==> src/verilog/pulse_timer_defs.svh <==
`ifndef PULSE_TIMER_DEFS_SVH
`define PULSE_TIMER_DEFS_SVH
// ----------------------------------------
// register map (byte offsets)
// ----------------------------------------
`define PT_UNIT_SPAN   8'h40
`define PT_OFS_MODE    8'h00
`define PT_OFS_RUN     8'h04
`define PT_OFS_CTRL    8'h08
`define PT_OFS_UPD     8'h0C
`define PT_OFS_STG     8'h10
`define PT_OFS_ACT     8'h28
`define PT_OFS_CFG     8'h80
`define PT_OFS_CNT0    8'h84
`define PT_OFS_CNT1    8'h88
`define PT_WORD        8'h04
// ----------------------------------------
// field positions
// ----------------------------------------
`define PT_MODE_CLR    4
`define PT_MODE_POLA   5
`define PT_CTRL_BUF    0
`define PT_CTRL_DCYA   1
`define PT_CTRL_DCYB   4
`define PT_DCY_W       3
// ----------------------------------------
// comparator roles and widths
// ----------------------------------------
`define PT_CMP_CYCLE   0
`define PT_CMP_LEAD_A  1
`define PT_CMP_TRAIL_A 2
`define PT_CMP_LEAD_B  3
`define PT_CMP_TRAIL_B 4
`define PT_CMP_PHASE   5
`define PT_MASK_DITH   20'hFFFFF
`define PT_MASK_PHASE  20'h1FFFF
`define PT_MASK_PLAIN  20'h0FFFF
`define PT_CNT_MAX     16'hFFFF
`endif

==> src/verilog/pulse_timer_pkg.sv <==
package pulse_timer_pkg;
	// register port request
	typedef struct packed {
		logic [7:0]  addr;
		logic [31:0] wdata;
		logic        wr;
		logic        rd;
	} reg_req_s;

	// operating mode of the pair of units
	typedef enum logic [1:0] {
		MODE_PPG,
		MODE_INTERLOCK,
		MODE_RSV2,
		MODE_RSV3
	} op_mode_e;

	// one timer unit
	typedef struct packed {
		logic [15:0]      cnt;
		logic [5:0][19:0] stg;
		logic [5:0][19:0] act;
		logic [3:0]       clksel;
		logic             clr_en;
		logic             run;
		logic             buf_mode;
		logic             upd;
		logic [1:0]       pol;
		logic [1:0][2:0]  dcy;
		logic [3:0]       per_idx;
		logic [1:0]       dly;
		logic [1:0]       lvl;
		logic [1:0]       pin;
	} unit_s;

	// whole block state
	typedef struct packed {
		unit_s [1:0] u;
		logic [15:0] presc;
		op_mode_e    mode;
		logic [31:0] rdata;
	} state_s;
endpackage
==> src/verilog/dual_unit_pulse_pattern_timer.sv <==
// Operation
// - per-unit prescaled clock from 4-bit select
// - interlock: unit one uses unit zero clock
// - unit zero: counter, six comparators, two channels
// - unit one: counter, five comparators, two channels
// - counter increments once per prescaled clock
// - run bit zero clears, one starts
// - clear-on-match off: counter runs free
// - clear-on-match on: clear at cycle comparator
// - interlock: unit one clears on phase match
// - units may run interlocked by phase comparator
// - phase comparator sets offset between units
// - phase match uses 17-bit compare value
// - unbuffered: staging write loads active register
// - active registers read-only to software
// - buffered: transfer at update point when enabled
// - comparators two, four hold twenty bits
// - dithered trailing match delayed one clock
// - dither only in pulse and interlock modes
// - channel a: lead cmp1, trail cmp2
// - channel b leads on comparator three
// - trailing edges on comparators two, four
// - one polarity bit per channel
// - polarity zero: lead high, trail low
// - pulse mode: units run independently
//
// Our own choices: the register offsets and strobed register access.
`timescale 1ns/10ps
`default_nettype none
`include "pulse_timer_defs.svh"

module dual_unit_pulse_pattern_timer #(
	parameter int NUM_CMP0 = 6,
	parameter int NUM_CMP1 = 5
) (
	// clock and reset
	input  wire logic                      clk,
	input  wire logic                      rst,
	// register port
	input  wire pulse_timer_pkg::reg_req_s req,
	output logic [31:0]                    rdata,
	// pulse outputs: unit0 a/b, unit1 a/b
	output logic [3:0]                     pulse_output_pin
);

	// ----------------------------------------
	// helper functions
	// ----------------------------------------

	// prescaled tick: divide by two to the power of the select
	function automatic logic prescale_tick(input logic [15:0] p, input logic [3:0] sel);
		logic [15:0] m;
		m = 16'((17'h00001 << sel) - 17'h00001);
		return (p & m) == m;
	endfunction

	// implemented bits of each compare register
	function automatic logic [19:0] cmp_mask(input int m);
		if (m == `PT_CMP_TRAIL_A || m == `PT_CMP_TRAIL_B) begin
			return `PT_MASK_DITH;
		end
		else if (m == `PT_CMP_PHASE) begin
			return `PT_MASK_PHASE;
		end
		return `PT_MASK_PLAIN;
	endfunction

	// 16-bit compare value; dither comparators keep it above the rate
	function automatic logic [15:0] cmp_val(input logic [19:0] a, input int m);
		if (m == `PT_CMP_TRAIL_A || m == `PT_CMP_TRAIL_B) begin
			return a[19:4];
		end
		return a[15:0];
	endfunction

	// widen this period when its index within the dither cycle is below the rate
	function automatic logic widen(input logic [3:0] per, input logic [2:0] dcy, input logic [3:0] rate);
		logic [3:0] pm;
		pm = 4'((8'h01 << dcy) - 8'h01);
		return (dcy != 3'h0) && ((per & pm) < rate);
	endfunction

	function automatic int num_cmp(input int n);
		return (n == 0) ? NUM_CMP0 : NUM_CMP1;
	endfunction

	// ----------------------------------------
	// state and decode
	// ----------------------------------------

	pulse_timer_pkg::state_s st_reg;
	pulse_timer_pkg::state_s st_next;

	logic [1:0]      tick;
	logic [1:0][5:0] match;
	logic [1:0]      clr;
	logic [1:0]      cyc_end;
	logic [1:0]      xfer;
	logic            interlock;
	logic            dith_on;
	logic [7:0]      loc;
	int              un;

	assign rdata            = st_reg.rdata;
	assign pulse_output_pin = {st_reg.u[1].pin, st_reg.u[0].pin};

	// next-state logic for both units and the register port
	always_comb begin
		st_next   = st_reg;
		interlock = st_reg.mode == pulse_timer_pkg::MODE_INTERLOCK;
		dith_on   = st_reg.mode == pulse_timer_pkg::MODE_PPG || interlock;
		un        = (req.addr >= `PT_UNIT_SPAN) ? 1 : 0;
		loc       = (un == 1) ? req.addr - `PT_UNIT_SPAN : req.addr;
		tick      = '0;
		match     = '0;
		clr       = '0;
		cyc_end   = '0;
		xfer      = '0;
		st_next.presc = st_reg.presc + 16'h0001;
		st_next.rdata = 32'h0;

		for (int n = 0; n < 2; n++) begin
			tick[n] = prescale_tick(st_reg.presc, st_reg.u[n].clksel);
			if (n == 1 && interlock) begin
				tick[n] = tick[0];
			end
			for (int m = 0; m < 6; m++) begin
				if (m < num_cmp(n) && m != `PT_CMP_PHASE) begin
					match[n][m] = st_reg.u[n].run && tick[n] && st_reg.u[n].cnt == cmp_val(st_reg.u[n].act[m], m);
				end
			end
			if (num_cmp(n) > `PT_CMP_PHASE) begin
				match[n][`PT_CMP_PHASE] = st_reg.u[n].run && tick[n] &&
					{1'b0, st_reg.u[n].cnt} == st_reg.u[n].act[`PT_CMP_PHASE][16:0];
			end
		end

		for (int n = 0; n < 2; n++) begin
			if (n == 1 && interlock) begin
				clr[n] = match[0][`PT_CMP_PHASE];
			end
			else begin
				clr[n] = st_reg.u[n].clr_en && match[n][`PT_CMP_CYCLE];
			end
			cyc_end[n] = clr[n] || (st_reg.u[n].run && tick[n] && st_reg.u[n].cnt == `PT_CNT_MAX);

			if (!st_reg.u[n].run) begin
				st_next.u[n].cnt = 16'h0000;
			end
			else if (clr[n]) begin
				st_next.u[n].cnt = 16'h0000;
			end
			else if (tick[n]) begin
				st_next.u[n].cnt = st_reg.u[n].cnt + 16'h0001;
			end

			// period index steps the dither cycle
			if (!st_reg.u[n].run) begin
				st_next.u[n].per_idx = 4'h0;
			end
			else if (cyc_end[n]) begin
				st_next.u[n].per_idx = st_reg.u[n].per_idx + 4'h1;
			end

			for (int c = 0; c < 2; c++) begin
				logic lead;
				logic tm;
				logic trail;
				logic wid;
				int   li;
				int   ti;
				li    = (c == 0) ? `PT_CMP_LEAD_A : `PT_CMP_LEAD_B;
				ti    = (c == 0) ? `PT_CMP_TRAIL_A : `PT_CMP_TRAIL_B;
				lead  = match[n][li];
				tm    = match[n][ti];
				wid   = dith_on && widen(st_reg.u[n].per_idx, st_reg.u[n].dcy[c], st_reg.u[n].act[ti][3:0]);
				trail = wid ? (st_reg.u[n].dly[c] && tick[n]) : tm;
				if (!st_reg.u[n].run) begin
					st_next.u[n].dly[c] = 1'b0;
				end
				else if (tick[n]) begin
					st_next.u[n].dly[c] = wid && tm;
				end
				if (!st_reg.u[n].run) begin
					st_next.u[n].lvl[c] = 1'b0;
				end
				else if (trail) begin
					st_next.u[n].lvl[c] = 1'b0;
				end
				else if (lead) begin
					st_next.u[n].lvl[c] = 1'b1;
				end
			end

			// buffered transfer at the period end
			xfer[n] = st_reg.u[n].buf_mode && st_reg.u[n].upd && cyc_end[n];
			if (xfer[n]) begin
				st_next.u[n].act = st_reg.u[n].stg;
				st_next.u[n].upd = 1'b0;
			end
		end

		// software writes; flag set wins over the transfer clear
		if (req.wr) begin
			if (req.addr == `PT_OFS_CFG) begin
				st_next.mode = pulse_timer_pkg::op_mode_e'(req.wdata[1:0]);
			end
			else if (req.addr < `PT_OFS_CFG) begin
				if (loc == `PT_OFS_MODE) begin
					st_next.u[un].clksel = req.wdata[3:0];
					st_next.u[un].clr_en = req.wdata[`PT_MODE_CLR];
					st_next.u[un].pol = req.wdata[`PT_MODE_POLA +: 2];
				end
				if (loc == `PT_OFS_RUN) begin
					st_next.u[un].run = req.wdata[0];
					// stop clears at once
					// a stale count or level would otherwise show for one cycle
					if (!req.wdata[0]) begin
						st_next.u[un].cnt     = 16'h0000;
						st_next.u[un].per_idx = 4'h0;
						st_next.u[un].dly     = 2'b00;
						st_next.u[un].lvl     = 2'b00;
					end
				end
				if (loc == `PT_OFS_CTRL) begin
					st_next.u[un].buf_mode = req.wdata[`PT_CTRL_BUF];
					st_next.u[un].dcy[0]   = req.wdata[`PT_CTRL_DCYA +: `PT_DCY_W];
					st_next.u[un].dcy[1]   = req.wdata[`PT_CTRL_DCYB +: `PT_DCY_W];
				end
				if (loc == `PT_OFS_UPD && req.wdata[0]) begin
					st_next.u[un].upd = 1'b1;
				end
				for (int m = 0; m < 6; m++) begin
					if (m < num_cmp(un) && loc == `PT_OFS_STG + 8'(m) * `PT_WORD) begin
						st_next.u[un].stg[m] = req.wdata[19:0] & cmp_mask(m);
						if (!st_reg.u[un].buf_mode) begin
							st_next.u[un].act[m] = req.wdata[19:0] & cmp_mask(m);
						end
					end
				end
			end
		end

		// read data, valid in the following cycle only
		if (req.rd) begin
			if (req.addr == `PT_OFS_CFG) begin
				st_next.rdata = {30'h0, st_reg.mode};
			end
			else if (req.addr == `PT_OFS_CNT0) begin
				st_next.rdata = {16'h0, st_reg.u[0].cnt};
			end
			else if (req.addr == `PT_OFS_CNT1) begin
				st_next.rdata = {16'h0, st_reg.u[1].cnt};
			end
			else if (req.addr < `PT_OFS_CFG) begin
				if (loc == `PT_OFS_MODE) begin
					st_next.rdata = {25'h0, st_reg.u[un].pol, st_reg.u[un].clr_en, st_reg.u[un].clksel};
				end
				if (loc == `PT_OFS_RUN) begin
					st_next.rdata = {31'h0, st_reg.u[un].run};
				end
				if (loc == `PT_OFS_CTRL) begin
					st_next.rdata = {25'h0, st_reg.u[un].dcy[1], st_reg.u[un].dcy[0], st_reg.u[un].buf_mode};
				end
				if (loc == `PT_OFS_UPD) begin
					st_next.rdata = {31'h0, st_reg.u[un].upd};
				end
				for (int m = 0; m < 6; m++) begin
					if (m < num_cmp(un) && loc == `PT_OFS_STG + 8'(m) * `PT_WORD) begin
						st_next.rdata = {12'h0, st_reg.u[un].stg[m]};
					end
					if (m < num_cmp(un) && loc == `PT_OFS_ACT + 8'(m) * `PT_WORD) begin
						st_next.rdata = {12'h0, st_reg.u[un].act[m]};
					end
				end
			end
		end

		// pins from level and polarity, so a stop shows the inactive level
		for (int n = 0; n < 2; n++) begin
			st_next.u[n].pin = st_next.u[n].lvl ^ st_next.u[n].pol;
		end
	end

	// single state register
	always_ff @(posedge clk or posedge rst) begin
		if (rst) begin
			st_reg <= '0;
		end
		else begin
			st_reg <= st_next;
		end
	end
endmodule

`default_nettype wire

==> config.mk <==
export PLATFORM = sky130hd
export DESIGN_NAME = dual_unit_pulse_pattern_timer
export DESIGN_NICKNAME = d
export VERILOG_FILES = /design/src/verilog/pulse_timer_pkg.sv /design/src/verilog/dual_unit_pulse_pattern_timer.sv
export VERILOG_INCLUDE_DIRS = /design/src /design/src/verilog
export SDC_FILE = /design/constraint.sdc
export NUM_CORES = 2
export LEC_CHECK = 0
export ABC_AREA = 1
export ABC_CLOCK_PERIOD_IN_PS = 17300
export BUFFER_PORTS_ARGS = -buffer_cell sky130_fd_sc_hd__buf_2
export CAP_MARGIN = 20
export CORE_MARGIN = 2
export CORE_UTILIZATION = 57
export CTS_BUF_LIST = sky130_fd_sc_hd__clkbuf_4 sky130_fd_sc_hd__clkbuf_8 sky130_fd_sc_hd__clkbuf_16
export DETAILED_ROUTE_END_ITERATION = 8
export PLACE_DENSITY = 0.8
export SLEW_MARGIN = 20
export SYNTH_ARGS = -nofsm -noshare
export SYNTH_HDL_FRONTEND = slang
export SYNTH_SLANG_ARGS = --single-unit
==> constraint.sdc <==
create_clock -name clk -period 17.3 [get_ports clk]
set_clock_uncertainty 0.05 [all_clocks]
set_input_delay 0.865 -clock clk [delete_from_list [all_inputs] [get_ports clk]]
set_output_delay 0.865 -clock clk [all_outputs]
set_load 0.005 [all_outputs]
After elaboration in Yosys (flattened, before gate mapping):

Index checks and enable logic that the tools add are counted.
Widths: inputs -> output; s select.

* register bits after elaboration: 614
* bits in latches: 0
* bits in writable memories: 0
* bits in read-only memories: 0
* word-level logic and storage cells: 442
* memories kept: 0

* add/subtract/negate cells: 12
* $mul: 0
* div/mod/pow operators: 0
* order comparisons: 14
* equality and inequality tests: 35
* shift-type cells: 6
* muxes and demuxes: 244
* bitwise gates (word level): 15
* reductions and logical operators: 63

Operators by type and width (number)
* $mux 564: 47
* $bwmux 564: 24
* $demux 282 s1: 24
* $mux 266: 4
* $mux 20: 32
* $mux 32: 20
* $mux 282: 1
* $mux 246: 1
* $mux 120: 2
* $mux 226: 1
* $mux 206: 1
* $eq 16x16->1: 12
* $mux 186: 1
* $mux 166: 1
* $mux 146: 1
* $mux 126: 1
* $and 20x20->20: 6
* $mux 16: 7
* $mux 106: 1
* $mux 86: 1
* $mux 66: 1
* $eq 8x6->1 const B: 8
* $lt 3x32->1 const A: 2
* $lt 4x32->1 const A: 2
* 49 further kinds: 188

Longest topological paths before layout:

* depth in word-level cells: 84
* gate-level depth with buffers: 22

Worst setup path after synthesis:

Ideal clock, no wire load.

* path type: input port to flip-flop
* start: in req[40] in the netlist's numbering
* end: reg st_reg (netlist bit rdata[18])
* setup time: 118 ps
* data arrival time: 2860 ps
* path slack: 14272 ps
* stages: 14
* buffers on the path: 4
* cell sequence: clkbuf_1 > nor2_1 > clkbuf_1 > clkbuf_1 > clkbuf_1 > o21ai_0 > a21oi_1 > nand2_1 > o211ai_1 > o311ai_0 > a21oi_1 > o22ai_1 > o21bai_1 > inv_1

RTL lines
* start: declaration: RTL line dual_unit_pulse_pattern_timer.sv:40 `input wire pulse_timer_pkg::reg_req_s req,`
* end signal: assignment: RTL line dual_unit_pulse_pattern_timer.sv:291 `st_reg <= st_next;`
* end: declaration: RTL line dual_unit_pulse_pattern_timer.sv:91 `pulse_timer_pkg::state_s st_reg;`

==> results.md <==
- GR Overflow Total: 0
- Peak VDD IR: 0.0000902 V
- Via count of the first global-routing pass: 29848
- Via-to-Cell Ratio: 6.50
- Die Height: 240 um
- Crit path top cell by count: nor2_1
- Total Wirelength: 151000 um
- Crit path largest cell delay: 1250 ps
- Via count: 32939
- Count leader, synth: nand2_1
- Core area: 55200 um^2
- # setup viols final: 0
- EDFF count, synth: 0
- Leakage power: 16.7 nW
- Gate Count Post-Synth: 4337
- Layout cells sized above 1: under 10%
- TritonRoute pass-1 iters: 9
- CTS Buf Count: 61
- Crit. path cell count: 11
- # nets final: 4331
- Status: completed
- Syn_area_per_cell: 7.35 um^2
- H-tree levels: 2
- RSZ-0062 raised after global routing: false
- Synth area leaders: dfrtp_1 (44%), nand2_1 (13%), o21ai_0 (8.7%)
- Initial Util: around 58%
- Critical path, cell by cell: buf_2 > buf_4 > nor2_4 > clkinv_2 > nand2_1 > nor2_1 > inv_1 > nor2_1 > clkinv_1 > nand3_1 > o21ai_0
- Max Cap Viol: 0
- Register bit total from synthesis: approximately 560
- Bufs on Longest Clock Path: 3
- Worst-Skew Late Latency: 690 ps
- GRT Total Usage: roughly 52%
- Synth top area share: 44.0%
- Reg2Reg Depth: 11
- Clock root buffer: clkbuf_16
- Dpl cell area: 32600 um^2
- # IOs: 80
- Yosys top cell by area: dfrtp_1
- Sink Count: 561
- Final hold vios: 0
- Port Buffers: 55
- Post-route minimum period: 5580 ps
- Synth top cells by count: nand2_1 (1072), dfrtp_1 (561), o21ai_0 (556)
- Period utilisation layout: 32.3%
- Crit path kind: input pin to flop
- Worst slew pin tran: 1250 ps
- CP Capture Type: flop
- Post-CTS Setup Inserts: 0
- Crit-path max FO: 27
- CP required: ~18000 ps
- Pin count of the biggest net entering global routing: 198
- Mapped Area: 31900 um^2
- Crit-path leading delay family: buffers and inverters
- TNS Setup: 0 ps
- Die Wd: 240 um
- Worst slew margin: 16.0%
- DRT antenna net count: 0
- Global-route wire length before repair: 212000 um
- Max Fclk: approximately 180 MHz
- Number of core rows: 86
- Final Max Tran Viols: 0
- DP HPWL: 99300 um
- Hold_buf cts: 0
- Pwr per Cell Area: 88.3 nW/um^2
- Resized cells post-CTS: 0
- Synthesis warning total: 0
- DRC Markers: 0
- Initial DRC Count: between 5000 and 6000
- Unique masters post-synth: 61
- Ys async rst share: 100%
- Area Growth Syn to Fin: 9.05%
- Design Area, Final: 34800 um^2
- Worst-path clk slew: roughly 60 ps
- CP startpoint kind: input pin
- CTS tree: yes
- GP Congestion: 1.09
- Primary FF master, synth: dfrtp_1
- Final design utilization: between 60% and 70%
- Max stage delay cell, worst path: clkinv_1
- Post-synthesis sequential area ratio: 44.0%
- CP bufs+invs: 5
- CP arrival: between 6000 and 7000 ps
- WL per Instance: just under 30 um
- HP Class: input pin to async pin
- Initial antenna violation count: 19
- Total Die Area: 57800 um^2
## final cells by class
type	count	area [um^2]
sequential	561	14000
multi-input combinational	2994	14700
tap	748	936
fill	5013	20400
antenna	9	22.5
timing repair buffer	147	1010
clock buffer	91	1840
clock inverter	21	293
inverter	500	1890
## where the power goes
| group | leakage [nW] | internal (mW) | switching (mW) |
|---|---|---|---|
| clock network | 1.07 | 0.825 | 0.586 |
| registers | 7.27 | 1.35 | 0.0365 |
| logic | 8.31 | 0.0653 | 0.202 |
## per-stage QoR
step	power [mW]	hold slack, ps	worst slack (ps)	instances
floorplan	1.56	392	696	4348
global placement	1.66	409	11730	4949
detailed placement	1.66	411	11660	4949
CTS	3.04	352	12350	5061
global route	3.13	374	12050	5062
finish	3.07	259	11720	5071
## worst paths after layout
kind | startpoint | end | slack, ps
min | rst | async pin | 260
max in group asynchronous | rst | async pin | 14110
max reg2reg | st_reg[327]$_DFF_PP0_ | st_reg[76]$_DFF_PP0_ | 11960
max | req[40] | st_reg[439]$_DFF_PP0_ | 11720
min in group clk | st_reg[48]$_DFF_PP0_ | st_reg[48]$_DFF_PP0_ | 420
min reg2reg | st_reg[48]$_DFF_PP0_ | st_reg[48]$_DFF_PP0_ | 420
## routing by layer
layer  global-route usage [%]  routed length, um
met5                    0.693                195
met4                     38.6              13600
met3                     24.6              26600
met1                     66.8              53200
met2                     68.2              57100
## worst reg2reg max path, delay by kind of cell, from the launching register on
family          cells  cell delay [ps]
simple gates        5             1440
flops               1             1000
buf+inv             2             1750
compound gates      4              930
## logic make-up after synthesis
family	count (synthesis)	share of synthesized area, %
AOI/OAI and AO/OA	1048	18.1
other	1	0.0118
adders and majority gates	22	0.864
buffers and inverters	793	10.1
DFF	561	44.0
and+or+nand+nor	1779	23.3
xor gates and xnor gates	133	3.65
## layout by cell type (no fill, tap or decap), types with 14 or more instances in the layout
cell type,synthesis,routed
nand2_1,1072,1070
dfrtp_1,561,561
o21ai_0,556,556
inv_1,482,479
nor2_1,335,328
a21oi_1,239,239
nand3_1,161,160
buf_4,40,89
xnor2_1,86,86
nand4_1,82,82
o211ai_1,73,73
nor3_1,68,66
clkbuf_16,0,62
buf_2,43,55
o22ai_1,52,52
o21ai_1,50,50
xor2_1,47,47
ha_1,22,22
clkbuf_4,0,17
nor4_1,17,16
o221ai_1,14,14
Note: power is estimated with default switching activity, not from simulation.
